$ cat src/hdl/spllc_consts.svh
// Register offsets, field positions, reset values and timing figures of the PLL control block.
`ifndef SPLLC_CONSTS_SVH
`define SPLLC_CONSTS_SVH

// ==================================================================
// Register byte addresses
`define SPLLC_ADDR_CTRL 16'h0100
`define SPLLC_ADDR_CFG 16'h0101
`define SPLLC_ADDR_FBDIV 16'h0102
`define SPLLC_ADDR_PERIOD0 16'h0103
`define SPLLC_ADDR_PERIOD1 16'h0104
`define SPLLC_ADDR_PERIOD2 16'h0105
`define SPLLC_ADDR_TIMER0 16'h0106
`define SPLLC_ADDR_TIMER1 16'h0107
`define SPLLC_ADDR_TIMER2 16'h0108
`define SPLLC_ADDR_MASK 16'h0109
`define SPLLC_ADDR_CAL 16'h0a02
`define SPLLC_ADDR_STATUS 16'h0d01
`define SPLLC_ADDR_MONITOR 16'h0d02

// ==================================================================
// Field positions
`define SPLLC_CTRL_EXT_FILTER 7
`define SPLLC_CTRL_CP_MANUAL 6
`define SPLLC_CTRL_CP_HI 5
`define SPLLC_CTRL_CP_LO 3
`define SPLLC_CTRL_LD_DISABLE 2
`define SPLLC_CFG_PLL_ENABLE 0
`define SPLLC_CAL_START 0
`define SPLLC_STAT_LOCKED 0
`define SPLLC_STAT_CAL_BUSY 1
`define SPLLC_STAT_STABLE 4

// ==================================================================
// Reset values
`define SPLLC_CTRL_RESET 8'h18
`define SPLLC_CFG_RESET 8'h00
`define SPLLC_FBDIV_RESET 8'h28
`define SPLLC_PERIOD_RESET 21'h0f4240
`define SPLLC_TIMER_RESET 20'h00000
`define SPLLC_MASK_RESET 8'h00

// ==================================================================
// Limits and timing
`define SPLLC_FBDIV_MIN 8'h06
`define SPLLC_LOCK_BASE 11'h080
`define SPLLC_MS_NS 1000000
`define SPLLC_CLK_NS 25

`endif

$ cat src/hdl/spllc_pkg.sv
// Types shared by the PLL control block.
package spllc_pkg;

    // Stability timer states.
    typedef enum logic [1:0]
    {
        SPLLC_ST_WAIT_LOCK = 2'b00,
        SPLLC_ST_COUNT = 2'b01,
        SPLLC_ST_STABLE = 2'b10
    } spllc_timer_state_t;

endpackage : spllc_pkg

$ cat src/hdl/spllc_sync.sv
// Two flip-flop synchroniser for a group of independent pin levels.
`timescale 1ns/1ps

module spllc_sync #(
    parameter int WIDTH = 1
) (
    // Clock and reset
    input wire logic core_clk,
    input wire logic reset_n,
    // Levels
    input wire logic [WIDTH-1:0] async_in,
    output logic [WIDTH-1:0] sync_out
);

    logic [WIDTH-1:0] stage1_reg;

    // The first stage feeds only the second, so metastability settles before use.
    always_ff @(posedge core_clk or negedge reset_n)
    begin
        if (!reset_n)
        begin
            stage1_reg <= '0;
            sync_out <= '0;
        end
        else
        begin
            stage1_reg <= async_in;
            sync_out <= stage1_reg;
        end
    end

endmodule : spllc_sync

$ cat src/hdl/spllc_top.sv
// System clock multiplier PLL control: lock detector, charge pump, dividers, timer and calibration.
`timescale 1ns/1ps
`include "spllc_consts.svh"

module spllc_top
    import spllc_pkg::*;
#(
    parameter int MS_CYCLES = `SPLLC_MS_NS / `SPLLC_CLK_NS
) (
    // Clock and reset
    input wire logic core_clk,
    input wire logic reset_n,
    // Register port
    input wire logic [15:0] reg_addr,
    input wire logic [7:0] reg_wdata,
    input wire logic reg_write,
    input wire logic reg_read,
    output logic [7:0] reg_rdata,
    // Phase detector and VCO calibration pins
    input wire logic pfd_sample_toggle,
    input wire logic pfd_in_phase,
    input wire logic vco_cal_done,
    output logic vco_cal_start,
    // Analog settings
    output logic pll_enable,
    output logic [1:0] input_div_sel,
    output logic [7:0] feedback_div,
    output logic [2:0] cp_current_code,
    output logic ext_filter_sel,
    output logic [20:0] clock_period_fs,
    // Status outputs
    output logic pll_locked,
    output logic clock_stable,
    output logic ref_monitor_enable,
    output logic irq_out
);

    localparam int MSW = $clog2(MS_CYCLES + 1);

    // ==================================================================
    // Registers
    logic [7:0] ctrl_reg;
    logic [7:0] cfg_reg;
    logic [7:0] fbdiv_reg;
    logic [20:0] period_reg;
    logic [19:0] timer_val_reg;
    logic [7:0] mask_reg;
    logic cal_bit_reg;
    logic cal_busy_reg;
    logic [7:0] monitor_reg;
    logic [7:0] rdata_reg;
    logic cal_start_reg;
    logic tick_prev_reg;
    logic cal_done_prev_reg;
    logic [10:0] run_cnt_reg;
    logic [10:0] run_cnt_next;
    logic pll_en_prev_reg;
    logic stable_prev_reg;
    spllc_timer_state_t state_reg;
    spllc_timer_state_t state_next;
    logic [19:0] remain_reg;
    logic [19:0] remain_next;
    logic [MSW-1:0] ms_div_reg;

    // ==================================================================
    // Synchronised pin inputs
    logic [2:0] pin_sync;

    spllc_sync #(
        .WIDTH(3)
    ) u_sync (
        .core_clk(core_clk),
        .reset_n(reset_n),
        .async_in({vco_cal_done, pfd_in_phase, pfd_sample_toggle}),
        .sync_out(pin_sync)
    );

    // ==================================================================
    // Address decode
    wire wr_ctrl = reg_write && (reg_addr == `SPLLC_ADDR_CTRL);
    wire wr_cfg = reg_write && (reg_addr == `SPLLC_ADDR_CFG);
    wire wr_fbdiv = reg_write && (reg_addr == `SPLLC_ADDR_FBDIV);
    wire wr_per0 = reg_write && (reg_addr == `SPLLC_ADDR_PERIOD0);
    wire wr_per1 = reg_write && (reg_addr == `SPLLC_ADDR_PERIOD1);
    wire wr_per2 = reg_write && (reg_addr == `SPLLC_ADDR_PERIOD2);
    wire wr_tim0 = reg_write && (reg_addr == `SPLLC_ADDR_TIMER0);
    wire wr_tim1 = reg_write && (reg_addr == `SPLLC_ADDR_TIMER1);
    wire wr_tim2 = reg_write && (reg_addr == `SPLLC_ADDR_TIMER2);
    wire wr_mask = reg_write && (reg_addr == `SPLLC_ADDR_MASK);
    wire wr_cal = reg_write && (reg_addr == `SPLLC_ADDR_CAL);
    wire wr_mon = reg_write && (reg_addr == `SPLLC_ADDR_MONITOR);
    // Divide values below the minimum are refused so the loop never sees them.
    wire fbdiv_ok = (reg_wdata >= `SPLLC_FBDIV_MIN);

    // ==================================================================
    // Derived controls
    wire pfd_sample = pin_sync[0] ^ tick_prev_reg;
    wire in_phase = pin_sync[1];
    wire cal_done_evt = pin_sync[2] && !cal_done_prev_reg;
    wire lock_det_en = !ctrl_reg[`SPLLC_CTRL_LD_DISABLE];
    wire [10:0] lock_thresh = `SPLLC_LOCK_BASE << ctrl_reg[1:0];
    wire locked = lock_det_en && (run_cnt_reg > lock_thresh);
    wire cp_manual = ctrl_reg[`SPLLC_CTRL_CP_MANUAL];
    wire [2:0] cp_field = ctrl_reg[`SPLLC_CTRL_CP_HI:`SPLLC_CTRL_CP_LO];
    wire timer_zero = (timer_val_reg == 20'h00000);
    wire pll_en = cfg_reg[`SPLLC_CFG_PLL_ENABLE];
    wire restart = (pll_en != pll_en_prev_reg) || cal_start_reg;
    wire ms_tick = (ms_div_reg == MSW'(MS_CYCLES - 1));
    wire stable = (state_reg == SPLLC_ST_STABLE);
    wire stable_evt = stable && !stable_prev_reg;

    // Automatic current grows with the divide value, since loop gain falls as N rises.
    wire [2:0] cp_auto = (fbdiv_reg < 8'h20) ? 3'h1 :
                         (fbdiv_reg < 8'h40) ? 3'h3 :
                         (fbdiv_reg < 8'h80) ? 3'h5 : 3'h7;

    // ==================================================================
    // Configuration registers
    always_ff @(posedge core_clk or negedge reset_n)
    begin
        if (!reset_n)
        begin
            ctrl_reg <= `SPLLC_CTRL_RESET;
            cfg_reg <= `SPLLC_CFG_RESET;
            fbdiv_reg <= `SPLLC_FBDIV_RESET;
            mask_reg <= `SPLLC_MASK_RESET;
        end
        else
        begin
            if (wr_ctrl)
                ctrl_reg <= reg_wdata;
            if (wr_cfg)
                cfg_reg <= {5'h00, reg_wdata[2:0]};
            if (wr_fbdiv && fbdiv_ok)
                fbdiv_reg <= reg_wdata;
            if (wr_mask)
                mask_reg <= reg_wdata;
        end
    end

    // Multi-byte values are written one byte at a time, low byte first.
    always_ff @(posedge core_clk or negedge reset_n)
    begin
        if (!reset_n)
        begin
            period_reg <= `SPLLC_PERIOD_RESET;
            timer_val_reg <= `SPLLC_TIMER_RESET;
        end
        else
        begin
            if (wr_per0)
                period_reg[7:0] <= reg_wdata;
            if (wr_per1)
                period_reg[15:8] <= reg_wdata;
            if (wr_per2)
                period_reg[20:16] <= reg_wdata[4:0];
            if (wr_tim0)
                timer_val_reg[7:0] <= reg_wdata;
            if (wr_tim1)
                timer_val_reg[15:8] <= reg_wdata;
            if (wr_tim2)
                timer_val_reg[19:16] <= reg_wdata[3:0];
        end
    end

    // ==================================================================
    // Calibration: launch on the falling edge of the calibrate bit.
    always_ff @(posedge core_clk or negedge reset_n)
    begin
        if (!reset_n)
        begin
            cal_bit_reg <= 1'b0;
            cal_start_reg <= 1'b0;
            cal_busy_reg <= 1'b0;
            cal_done_prev_reg <= 1'b0;
        end
        else
        begin
            if (wr_cal)
                cal_bit_reg <= reg_wdata[`SPLLC_CAL_START];
            cal_start_reg <= wr_cal && cal_bit_reg && !reg_wdata[`SPLLC_CAL_START];
            cal_done_prev_reg <= pin_sync[2];
            if (cal_start_reg)
                cal_busy_reg <= 1'b1;
            else if (cal_done_evt)
                cal_busy_reg <= 1'b0;
        end
    end

    // ==================================================================
    // Lock detector run counter; it saturates just above the threshold.
    always_comb
    begin
        run_cnt_next = run_cnt_reg;
        if (!lock_det_en)
            run_cnt_next = 11'h000;
        else if (pfd_sample && !in_phase)
            run_cnt_next = 11'h000;
        else if (pfd_sample && !locked)
            run_cnt_next = run_cnt_reg + 11'h001;
    end

    always_ff @(posedge core_clk or negedge reset_n)
    begin
        if (!reset_n)
        begin
            run_cnt_reg <= 11'h000;
            tick_prev_reg <= 1'b0;
        end
        else
        begin
            run_cnt_reg <= run_cnt_next;
            tick_prev_reg <= pin_sync[0];
        end
    end

    // ==================================================================
    // Stability timer. A restart comes from a PLL enable change or a calibration launch.
    always_comb
    begin
        state_next = state_reg;
        remain_next = remain_reg;
        if (restart)
        begin
            if (timer_zero)
                state_next = SPLLC_ST_STABLE;
            else if (!pll_en)
            begin
                state_next = SPLLC_ST_COUNT;
                remain_next = timer_val_reg;
            end
            else
                state_next = SPLLC_ST_WAIT_LOCK;
        end
        else
        begin
            case (state_reg)
                SPLLC_ST_WAIT_LOCK:
                begin
                    if (timer_zero)
                        state_next = SPLLC_ST_STABLE;
                    else if (locked || !pll_en)
                    begin
                        state_next = SPLLC_ST_COUNT;
                        remain_next = timer_val_reg;
                    end
                end
                SPLLC_ST_COUNT:
                begin
                    if (timer_zero)
                        state_next = SPLLC_ST_STABLE;
                    else if (pll_en && !locked)
                        state_next = SPLLC_ST_WAIT_LOCK;
                    else if (ms_tick && remain_reg <= 20'h00001)
                        state_next = SPLLC_ST_STABLE;
                    else if (ms_tick)
                        remain_next = remain_reg - 20'h00001;
                end
                SPLLC_ST_STABLE:
                    state_next = SPLLC_ST_STABLE;
                default:
                    state_next = SPLLC_ST_WAIT_LOCK;
            endcase
        end
    end

    // The millisecond divider only runs while counting, so a count entered from another state starts on a whole ms; a restart within COUNT keeps its phase.
    always_ff @(posedge core_clk or negedge reset_n)
    begin
        if (!reset_n)
        begin
            state_reg <= SPLLC_ST_WAIT_LOCK;
            remain_reg <= 20'h00000;
            ms_div_reg <= '0;
            pll_en_prev_reg <= 1'b0;
        end
        else
        begin
            state_reg <= state_next;
            remain_reg <= remain_next;
            pll_en_prev_reg <= pll_en;
            if (state_next != SPLLC_ST_COUNT || state_reg != SPLLC_ST_COUNT || ms_tick)
                ms_div_reg <= '0;
            else
                ms_div_reg <= ms_div_reg + MSW'(1);
        end
    end

    // ==================================================================
    // Interrupt monitor: sticky, masked in, cleared by writing 1; a new event beats the clear.
    always_ff @(posedge core_clk or negedge reset_n)
    begin
        if (!reset_n)
        begin
            monitor_reg <= 8'h00;
            stable_prev_reg <= 1'b0;
        end
        else
        begin
            stable_prev_reg <= stable;
            if (wr_mon)
                monitor_reg <= monitor_reg & ~reg_wdata;
            if (cal_done_evt && mask_reg[`SPLLC_STAT_CAL_BUSY])
                monitor_reg[`SPLLC_STAT_CAL_BUSY] <= 1'b1;
            if (stable_evt && mask_reg[`SPLLC_STAT_STABLE])
                monitor_reg[`SPLLC_STAT_STABLE] <= 1'b1;
        end
    end

    // ==================================================================
    // Read mux; unmapped addresses read zero.
    wire [7:0] status_val = {3'h0, stable, 2'h0, cal_busy_reg, locked};
    wire [7:0] rd_mux =
        (reg_addr == `SPLLC_ADDR_CTRL) ? ctrl_reg :
        (reg_addr == `SPLLC_ADDR_CFG) ? cfg_reg :
        (reg_addr == `SPLLC_ADDR_FBDIV) ? fbdiv_reg :
        (reg_addr == `SPLLC_ADDR_PERIOD0) ? period_reg[7:0] :
        (reg_addr == `SPLLC_ADDR_PERIOD1) ? period_reg[15:8] :
        (reg_addr == `SPLLC_ADDR_PERIOD2) ? {3'h0, period_reg[20:16]} :
        (reg_addr == `SPLLC_ADDR_TIMER0) ? timer_val_reg[7:0] :
        (reg_addr == `SPLLC_ADDR_TIMER1) ? timer_val_reg[15:8] :
        (reg_addr == `SPLLC_ADDR_TIMER2) ? {4'h0, timer_val_reg[19:16]} :
        (reg_addr == `SPLLC_ADDR_MASK) ? mask_reg :
        (reg_addr == `SPLLC_ADDR_CAL) ? {7'h00, cal_bit_reg} :
        (reg_addr == `SPLLC_ADDR_STATUS) ? status_val :
        (reg_addr == `SPLLC_ADDR_MONITOR) ? monitor_reg : 8'h00;

    always_ff @(posedge core_clk or negedge reset_n)
    begin
        if (!reset_n)
            rdata_reg <= 8'h00;
        else if (reg_read)
            rdata_reg <= rd_mux;
        else
            rdata_reg <= 8'h00;
    end

    // ==================================================================
    // Outputs; all come from flip-flops or plain decodes of them.
    assign reg_rdata = rdata_reg;
    assign vco_cal_start = cal_start_reg;
    assign pll_enable = pll_en;
    assign input_div_sel = cfg_reg[2:1];
    assign feedback_div = fbdiv_reg;
    assign cp_current_code = cp_manual ? cp_field : cp_auto;
    assign ext_filter_sel = ctrl_reg[`SPLLC_CTRL_EXT_FILTER];
    assign clock_period_fs = period_reg;
    assign pll_locked = locked;
    assign clock_stable = stable;
    assign ref_monitor_enable = stable;
    assign irq_out = |monitor_reg;

endmodule : spllc_top

$ cat config.mk
export PLATFORM = sky130hd
export DESIGN_NAME = spllc_top
export DESIGN_NICKNAME = d
export VERILOG_FILES = /design/src/hdl/spllc_pkg.sv /design/src/hdl/spllc_sync.sv /design/src/hdl/spllc_top.sv
export VERILOG_INCLUDE_DIRS = /design/src /design/src/hdl
export SDC_FILE = /design/constraint.sdc
export NUM_CORES = 1
export LEC_CHECK = 0
export BUFFER_PORTS_ARGS = -buffer_cell sky130_fd_sc_hd__buf_2
export CORE_UTILIZATION = 35
export DETAILED_ROUTE_END_ITERATION = 6
export PLACE_DENSITY = 0.5
export SLEW_MARGIN = 0
export SYNTH_ARGS = -nofsm -noshare
export SYNTH_HDL_FRONTEND = slang
export SYNTH_SLANG_ARGS = --single-unit
$ cat constraint.sdc
create_clock -name core_clk -period 3.02 [get_ports core_clk]
set_clock_uncertainty 0.1 [all_clocks]
set_input_delay 0.453 -clock core_clk [delete_from_list [all_inputs] [get_ports core_clk]]
set_output_delay 0.453 -clock core_clk [all_outputs]
set_load 0.005 [all_outputs]
Word-level counts from Yosys, hierarchy flattened
Cells that the tools add are included.
- register bits after elaboration: 146
- latch bits: 0
- RAM bits: 0
- memory bits (read-only): 0
- input bits: 31
- output and inout port bits: 49
- logic and storage cells: 157
- memories kept: 0
- $add $sub $neg: 3
- multipliers: 0
- div/mod/pow operators: 0
- magnitude comparators: 6
- equality and inequality tests: 27
- shift operators: 1
- multiplexer cells: 46
- bitwise operators: 3
- reductions and logical operators: 44
- operators by type and width (cell ; count):
    20-bit 2-to-1 mux ; 9
    16-bit by 9-bit equality test with 1-bit output (second input constant) ; 10
    8-bit 2-to-1 mux ; 14
    16-bit by 12-bit equality test with 1-bit output (second input constant) ; 3
    20-bit one-hot mux with 2 select lines ; 1
    11-bit 2-to-1 mux ; 3
    1-bit logical AND ; 24
    20-bit by 1-bit less-or-equal comparator with 1-bit output (second input constant) ; 1
    20-bit zero test ; 1
    20-bit by 1-bit subtractor with 20-bit output (second input constant) ; 1
    16-bit by 1-bit adder with 16-bit output (second input constant) ; 1
    16-bit equality test (second input constant) ; 1
    16-bit 2-to-1 mux ; 1
    2-bit 2-to-1 mux ; 8
    3-bit inequality test (second input constant) ; 4
    11-bit by 1-bit adder with 11-bit output (second input constant) ; 1
    11-bit > comparator ; 1
    8-bit by 2-bit left shift with 11-bit output (first input constant) ; 1
    3-bit 2-to-1 mux ; 3
    9-bit AND reduction ; 1
    8-bit bitwise AND ; 1
    8-bit by 3-bit >= comparator with 1-bit output (second input constant) ; 1
    8-bit by 6-bit < comparator with 1-bit output (second input constant) ; 1
    8-bit by 7-bit < comparator with 1-bit output (second input constant) ; 1
    17 further kinds ; 37

Depth between registers and ports, before layout
- depth in word-level cells: 16
- depth in mapped cells: 10
- depth with buffers taken out: 8

By module
A second synthesis with hierarchy kept.
- cell total of the unflattened synthesis: 721
- area total of the unflattened synthesis: 7433.4 um^2
- modules (own cells, without submodules) (module ; times used ; cells an instance ; area an instance (um^2) ; sequential area each (um^2)):
    spllc_top ; 1 ; 715 ; 7283.2 ; 3517.1
    spllc_sync ; 1 ; 6 ; 150.1 ; 150.1

Least setup slack after synthesis
No wires, ideal clock.
- path type: reg2reg
- start point: register ctrl_reg[0]
- end point: register ms_div_reg[10]
- library setup time: 121 ps
- data arrival time: 2162 ps
- required time: 2799 ps
- path slack: 637 ps
- cell stages (with the launch flop): 10
- path buffers: 1
- clock period less this slack: 2383 ps
- path through: dfrtp_1 -> or2_2 -> ha_1 -> nor4bb_1 -> nand3_1 -> a31o_2 -> and2_1 -> nand3_1 -> buf_2 -> nor2_1
- longest elaborated chain between the ends: 13
- elaborated cells between the ends (all ways): 16
- those cells by class: 1 x order compare; 1 x eq/ne; 1 x shift; 7 x mux; 6 x reduce/logical
- RTL lines (element ; line ; text):
    start, declared ; spllc_top.sv:42 ; logic [7:0] ctrl_reg;
    start signal, assigned ; spllc_top.sv:123 ; ctrl_reg <= `SPLLC_CTRL_RESET;
    start signal, assigned ; spllc_top.sv:131 ; ctrl_reg <= reg_wdata;
    8-bit by 2-bit left shift with 11-bit output (no line) * ; -- ;
    11-bit > comparator * ; spllc_top.sv:102 ; wire locked = lock_det_en && (run_cnt_reg > lock_thresh);
    1-bit logical AND * ; spllc_top.sv:102 ;
    1-bit zero test ; spllc_top.sv:252 ; else if (pll_en && !locked)
    1-bit logical AND ; spllc_top.sv:252 ;
    2-bit 2-to-1 mux ; spllc_top.sv:252 ;
    2-bit 2-to-1 mux ; spllc_top.sv:250 ; if (timer_zero)
    2-bit one-hot mux with 3 select lines * ; spllc_top.sv:237 ; case (state_reg)
    2-bit 2-to-1 mux * ; spllc_top.sv:223 ; if (restart)
    2-bit by 1-bit inequality test with 1-bit output * ; spllc_top.sv:282 ; if (state_next != SPLLC_ST_COUNT || state_reg != SPLLC_ST_COUNT || ms_tick)
    1-bit logical OR * (2 in series) ; spllc_top.sv:282 ;
    16-bit 2-to-1 mux * ; spllc_top.sv:282 ;
    end signal, assigned ; spllc_top.sv:285 ; ms_div_reg <= ms_div_reg + MSW'(1);
    end, declared ; spllc_top.sv:63 ; logic [MSW-1:0] ms_div_reg;
Every way passes the cells marked *; elsewhere a longest branch is shown, timed or not.
A chain may end at the register's enable or synchronous reset.

Worst setup path in the final report
- start point: register ctrl_reg[0]
- end point: output pll_locked
- longest elaborated chain between the ends: 3
- RTL lines (element ; line ; text):
    8-bit by 2-bit left shift with 11-bit output (no line) ; -- ;
    11-bit > comparator ; spllc_top.sv:102 ;
    1-bit logical AND ; spllc_top.sv:102 ;
    end, declared ; spllc_top.sv:32 ; output logic pll_locked,
No other way between the ends.

==> flow_summary.yaml <==
setup_path:
  regToRegSetupSlack_ps: 230
  crit_type: "register to output pin"
  arrival_ps: 2290
  critical_path.most_common_cell: "nand3_1"
  critical_path_required_ps: 2470
  crit_path_end_kind: "output pin"
  critPathTopFamily: "simple AND/OR/NAND/NOR gates"
  crit_chain: "or2_2, ha_1, nor4bb_1, nand3_1, nand3_1, inv_1, buf_2"
  cp.buffers_inverters: 2
  worstPathMaxFanout: 6
  cpPeakStageDelay_ps: 420
  worstSetupStartpointType: "register"
  cp_slowest_cell: "dfrtp_1"
route:
  detail-route-antenna-nets: 0
  remaining_drc_errors: 0
  detail_route.wl_per_cell_um: 19.89
  first_iter_violations: 366
  via_per_inst: 5.636
  vias: 6307
  routed_wl_um: 22250
  firstDrtPassIters: 5
logic_synthesis:
  synth_cells: 748
  ys_ff_latch: 146
  yosys.area.top_type: "dfrtp_1"
  ys_types: 73
  synth-edff-count: 0
  syn-num-nets: 788
  yosys_warnings: 0
  post-synth-top-count-cell: "dfrtp_1"
  ys.flop_type: "dfrtp_1"
  ys_seq_area_share_pct: 47.88
  synthTopCellsByArea: "dfrtp_1, mux2_2, nor2_1"
  syn_area_mm2: 0.007659
  netlist_top_cells_count: "dfrtp_1, nor2_1, mux2_2"
  avgSynthCellArea_um2: 10.24
  synth.top_cell.area_share_pct: 44.11
  async_reset_ff_share_pct: 100.0
die:
  ioPinCount: 80
  start_util_pct: 36.09
  core_area_mm2: 0.02122
  die_area_mm2: 0.02248
  die_width_um: 149.9
  die_y_um: 149.9
  num_rows: 53
cells_and_area:
  drive_above_1_share_pct: 27.84
  postLayoutCellArea_mm2: 0.009064
  diodes: 0
  largest_reg_flops: 21
  multi_input_area_mm2: 0.003740
  area_delta_synth_final_pct: 18.35
  final_util_pct: 42.71
  regArea_mm2: 0.003667
  fillers: 2096
  nNetsFinal: 871
timing:
  finalCritPeriodShare_pct: 94.23
  fmaxAchievable_mhz: 351.4
  relSlewSlack_pct: 52.88
  final.setup.tns_ps: 0
  tightest_slew_ps: 705.3
  layout_setup_ws_ps: 174.2
  setup_violations: 0
  hold_viol: 0
  whs_ps: 23.89
  rsz0062_at_grt: "false"
  fin_crit_ps: 2846
  finalMaxSlewViolations: 0
power_and_ir_drop:
  p_per_area_mw_per_mm2: 494.4
  leakagePower_nw: 4.182
  peakVddDrop_mv: 0.3127
cts:
  cts_made_buffers: 17
  cts_tree: "done"
  cts.sinks: 146
  h-tree-depth: 4
  clk_path_buf_depth: 2
  cts_root_buffer: "clkbuf_16"
  cts_resized: 0
  path_clk_slew_ps: 70
  clk_latency_ps: 430
placed_design:
  io_buffers: 79
  pre_cts_slack_ps: 221.2
  dp_hpwl_um: 16000
  gp_congestion: 0.8830
  placed_area_mm2: 0.008434
grt:
  grt_max_degree: 68
  top_usage_layer: "met2"
  antenna_found_initial: 0
  use_met1_pct: 28.70
  grt_pass1_wl_um: 35600
  grt_use_met2_pct: 33.26
  globalRouteTotalUtil_pct: 20.96
  use_met3_pct: 4.177
  globalRouteOverflowTotal: 0
  grt_pass1_vias: 6320
status:
  status: "finished, final reports clean"
job:
  maxCapViolCount: 0
worst_hold_path:
  hold_path.class: "input port to register"
==> cell type report <==
type / instances / area share (%)
flip-flops and latches: 146 / 40.46
inverters: 21 / 0.8697
well taps: 275 / 3.796
multi-input cells: 543 / 41.26
clock inverters: 13 / 1.946
repair buffers: 102 / 6.778
clock buffers: 19 / 4.887
==> logic make-up after synthesis <==
group,Yosys count,share of synthesized area [%]
AOI/OAI and AO/OA,159,14.03
adders and majority gates,9,1.470
and+or+nand+nor,271,19.02
buffers and inverters,59,3.284
DFF,146,47.88
muxes,78,11.34
xor gates and xnor gates,26,2.973
==> final timing paths <==
check                                                     from                              to  cells past startpoint
max in group asynchronous                              reset_n      remain_reg[18]$_DFFE_PN0P_                      3
worst max-delay path                   ctrl_reg[0]$_DFFE_PN0P_                      pll_locked                      7
worst min-delay path                              vco_cal_done  u_sync.stage1_reg[2]$_DFF_PN0_                      1
worst max register to register         ctrl_reg[0]$_DFFE_PN0P_        ms_div_reg[14]$_DFF_PN0_                      8
worst min register to register  u_sync.stage1_reg[2]$_DFF_PN0_    u_sync.sync_out[2]$_DFF_PN0_                      0
min in group asynchronous                              reset_n      run_cnt_reg[8]$_DFFE_PN0P_                      2
==> per-layer routing <==
layer  wire, um  part of all wire, %
met4        267                  1.2
met5          0                    0
met1      10580                   48
met2      10420                   47
met3        979                  4.4
==> power by group <==
part	switching [mW]	leakage [nW]	total [mW]	internal, mW
Clock	0.892	0.293	2.23	1.34
Combinational	0.169	1.93	0.245	0.0757
Sequential	0.0239	1.96	2.01	1.98
Total	1.09	4.18	4.48	3.40
==> metrics by stage <==
step	total power [mW]	cells
after global placement	2.284	1086
after CTS	4.534	1119
after global routing	4.648	1119
after floorplan	2.152	748
after detailed placement	2.286	1086
final	4.481	1119
==> worst register-to-register path: cells and delay by family (launching register included) <==
kind                     cells  cell delay [ps]
adder cells (fa/ha/maj)      1              300
AND/OR/NAND/NOR              6             1530
AO/OA/AOI/OAI                1              310
flip-flops                   1              420
==> placed cells by master, fill, tap and decap left out, types with 4 or more instances in the layout <==
cell type | synthesis | final
dfrtp_1 | 135 | 135
nor2_1 | 90 | 90
buf_2 | 12 | 78
mux2_2 | 70 | 70
nand2_1 | 41 | 41
o21ai_0 | 39 | 39
nand3_1 | 32 | 32
a21oi_1 | 32 | 32
inv_1 | 21 | 21
buf_4 | 2 | 19
clkbuf_16 | 0 | 17
xor2_1 | 16 | 16
nor4_1 | 12 | 12
nand4_1 | 12 | 12
nor3_1 | 11 | 11
dfstp_2 | 11 | 11
a31oi_1 | 10 | 10
xnor2_1 | 10 | 10
o22a_1 | 10 | 10
or3_1 | 9 | 9
ha_1 | 9 | 9
and3_1 | 8 | 8
nor2b_1 | 8 | 8
and2_1 | 8 | 8
mux2i_1 | 8 | 8
and4_1 | 7 | 7
o22ai_1 | 7 | 7
a21boi_0 | 7 | 7
a22oi_1 | 6 | 6
nand2b_1 | 5 | 5
or2_2 | 5 | 5
o32ai_1 | 5 | 5
a211oi_1 | 5 | 5
a32oi_1 | 4 | 4
==> what timing repair did <==
action,CTS,global route
endpoints found under the hold margin,36,0
buffers inserted,0,0
setup endpoints to repair,0,0
hold buffers,1,0
No activity file was read; power rests on OpenSTA's default activity.
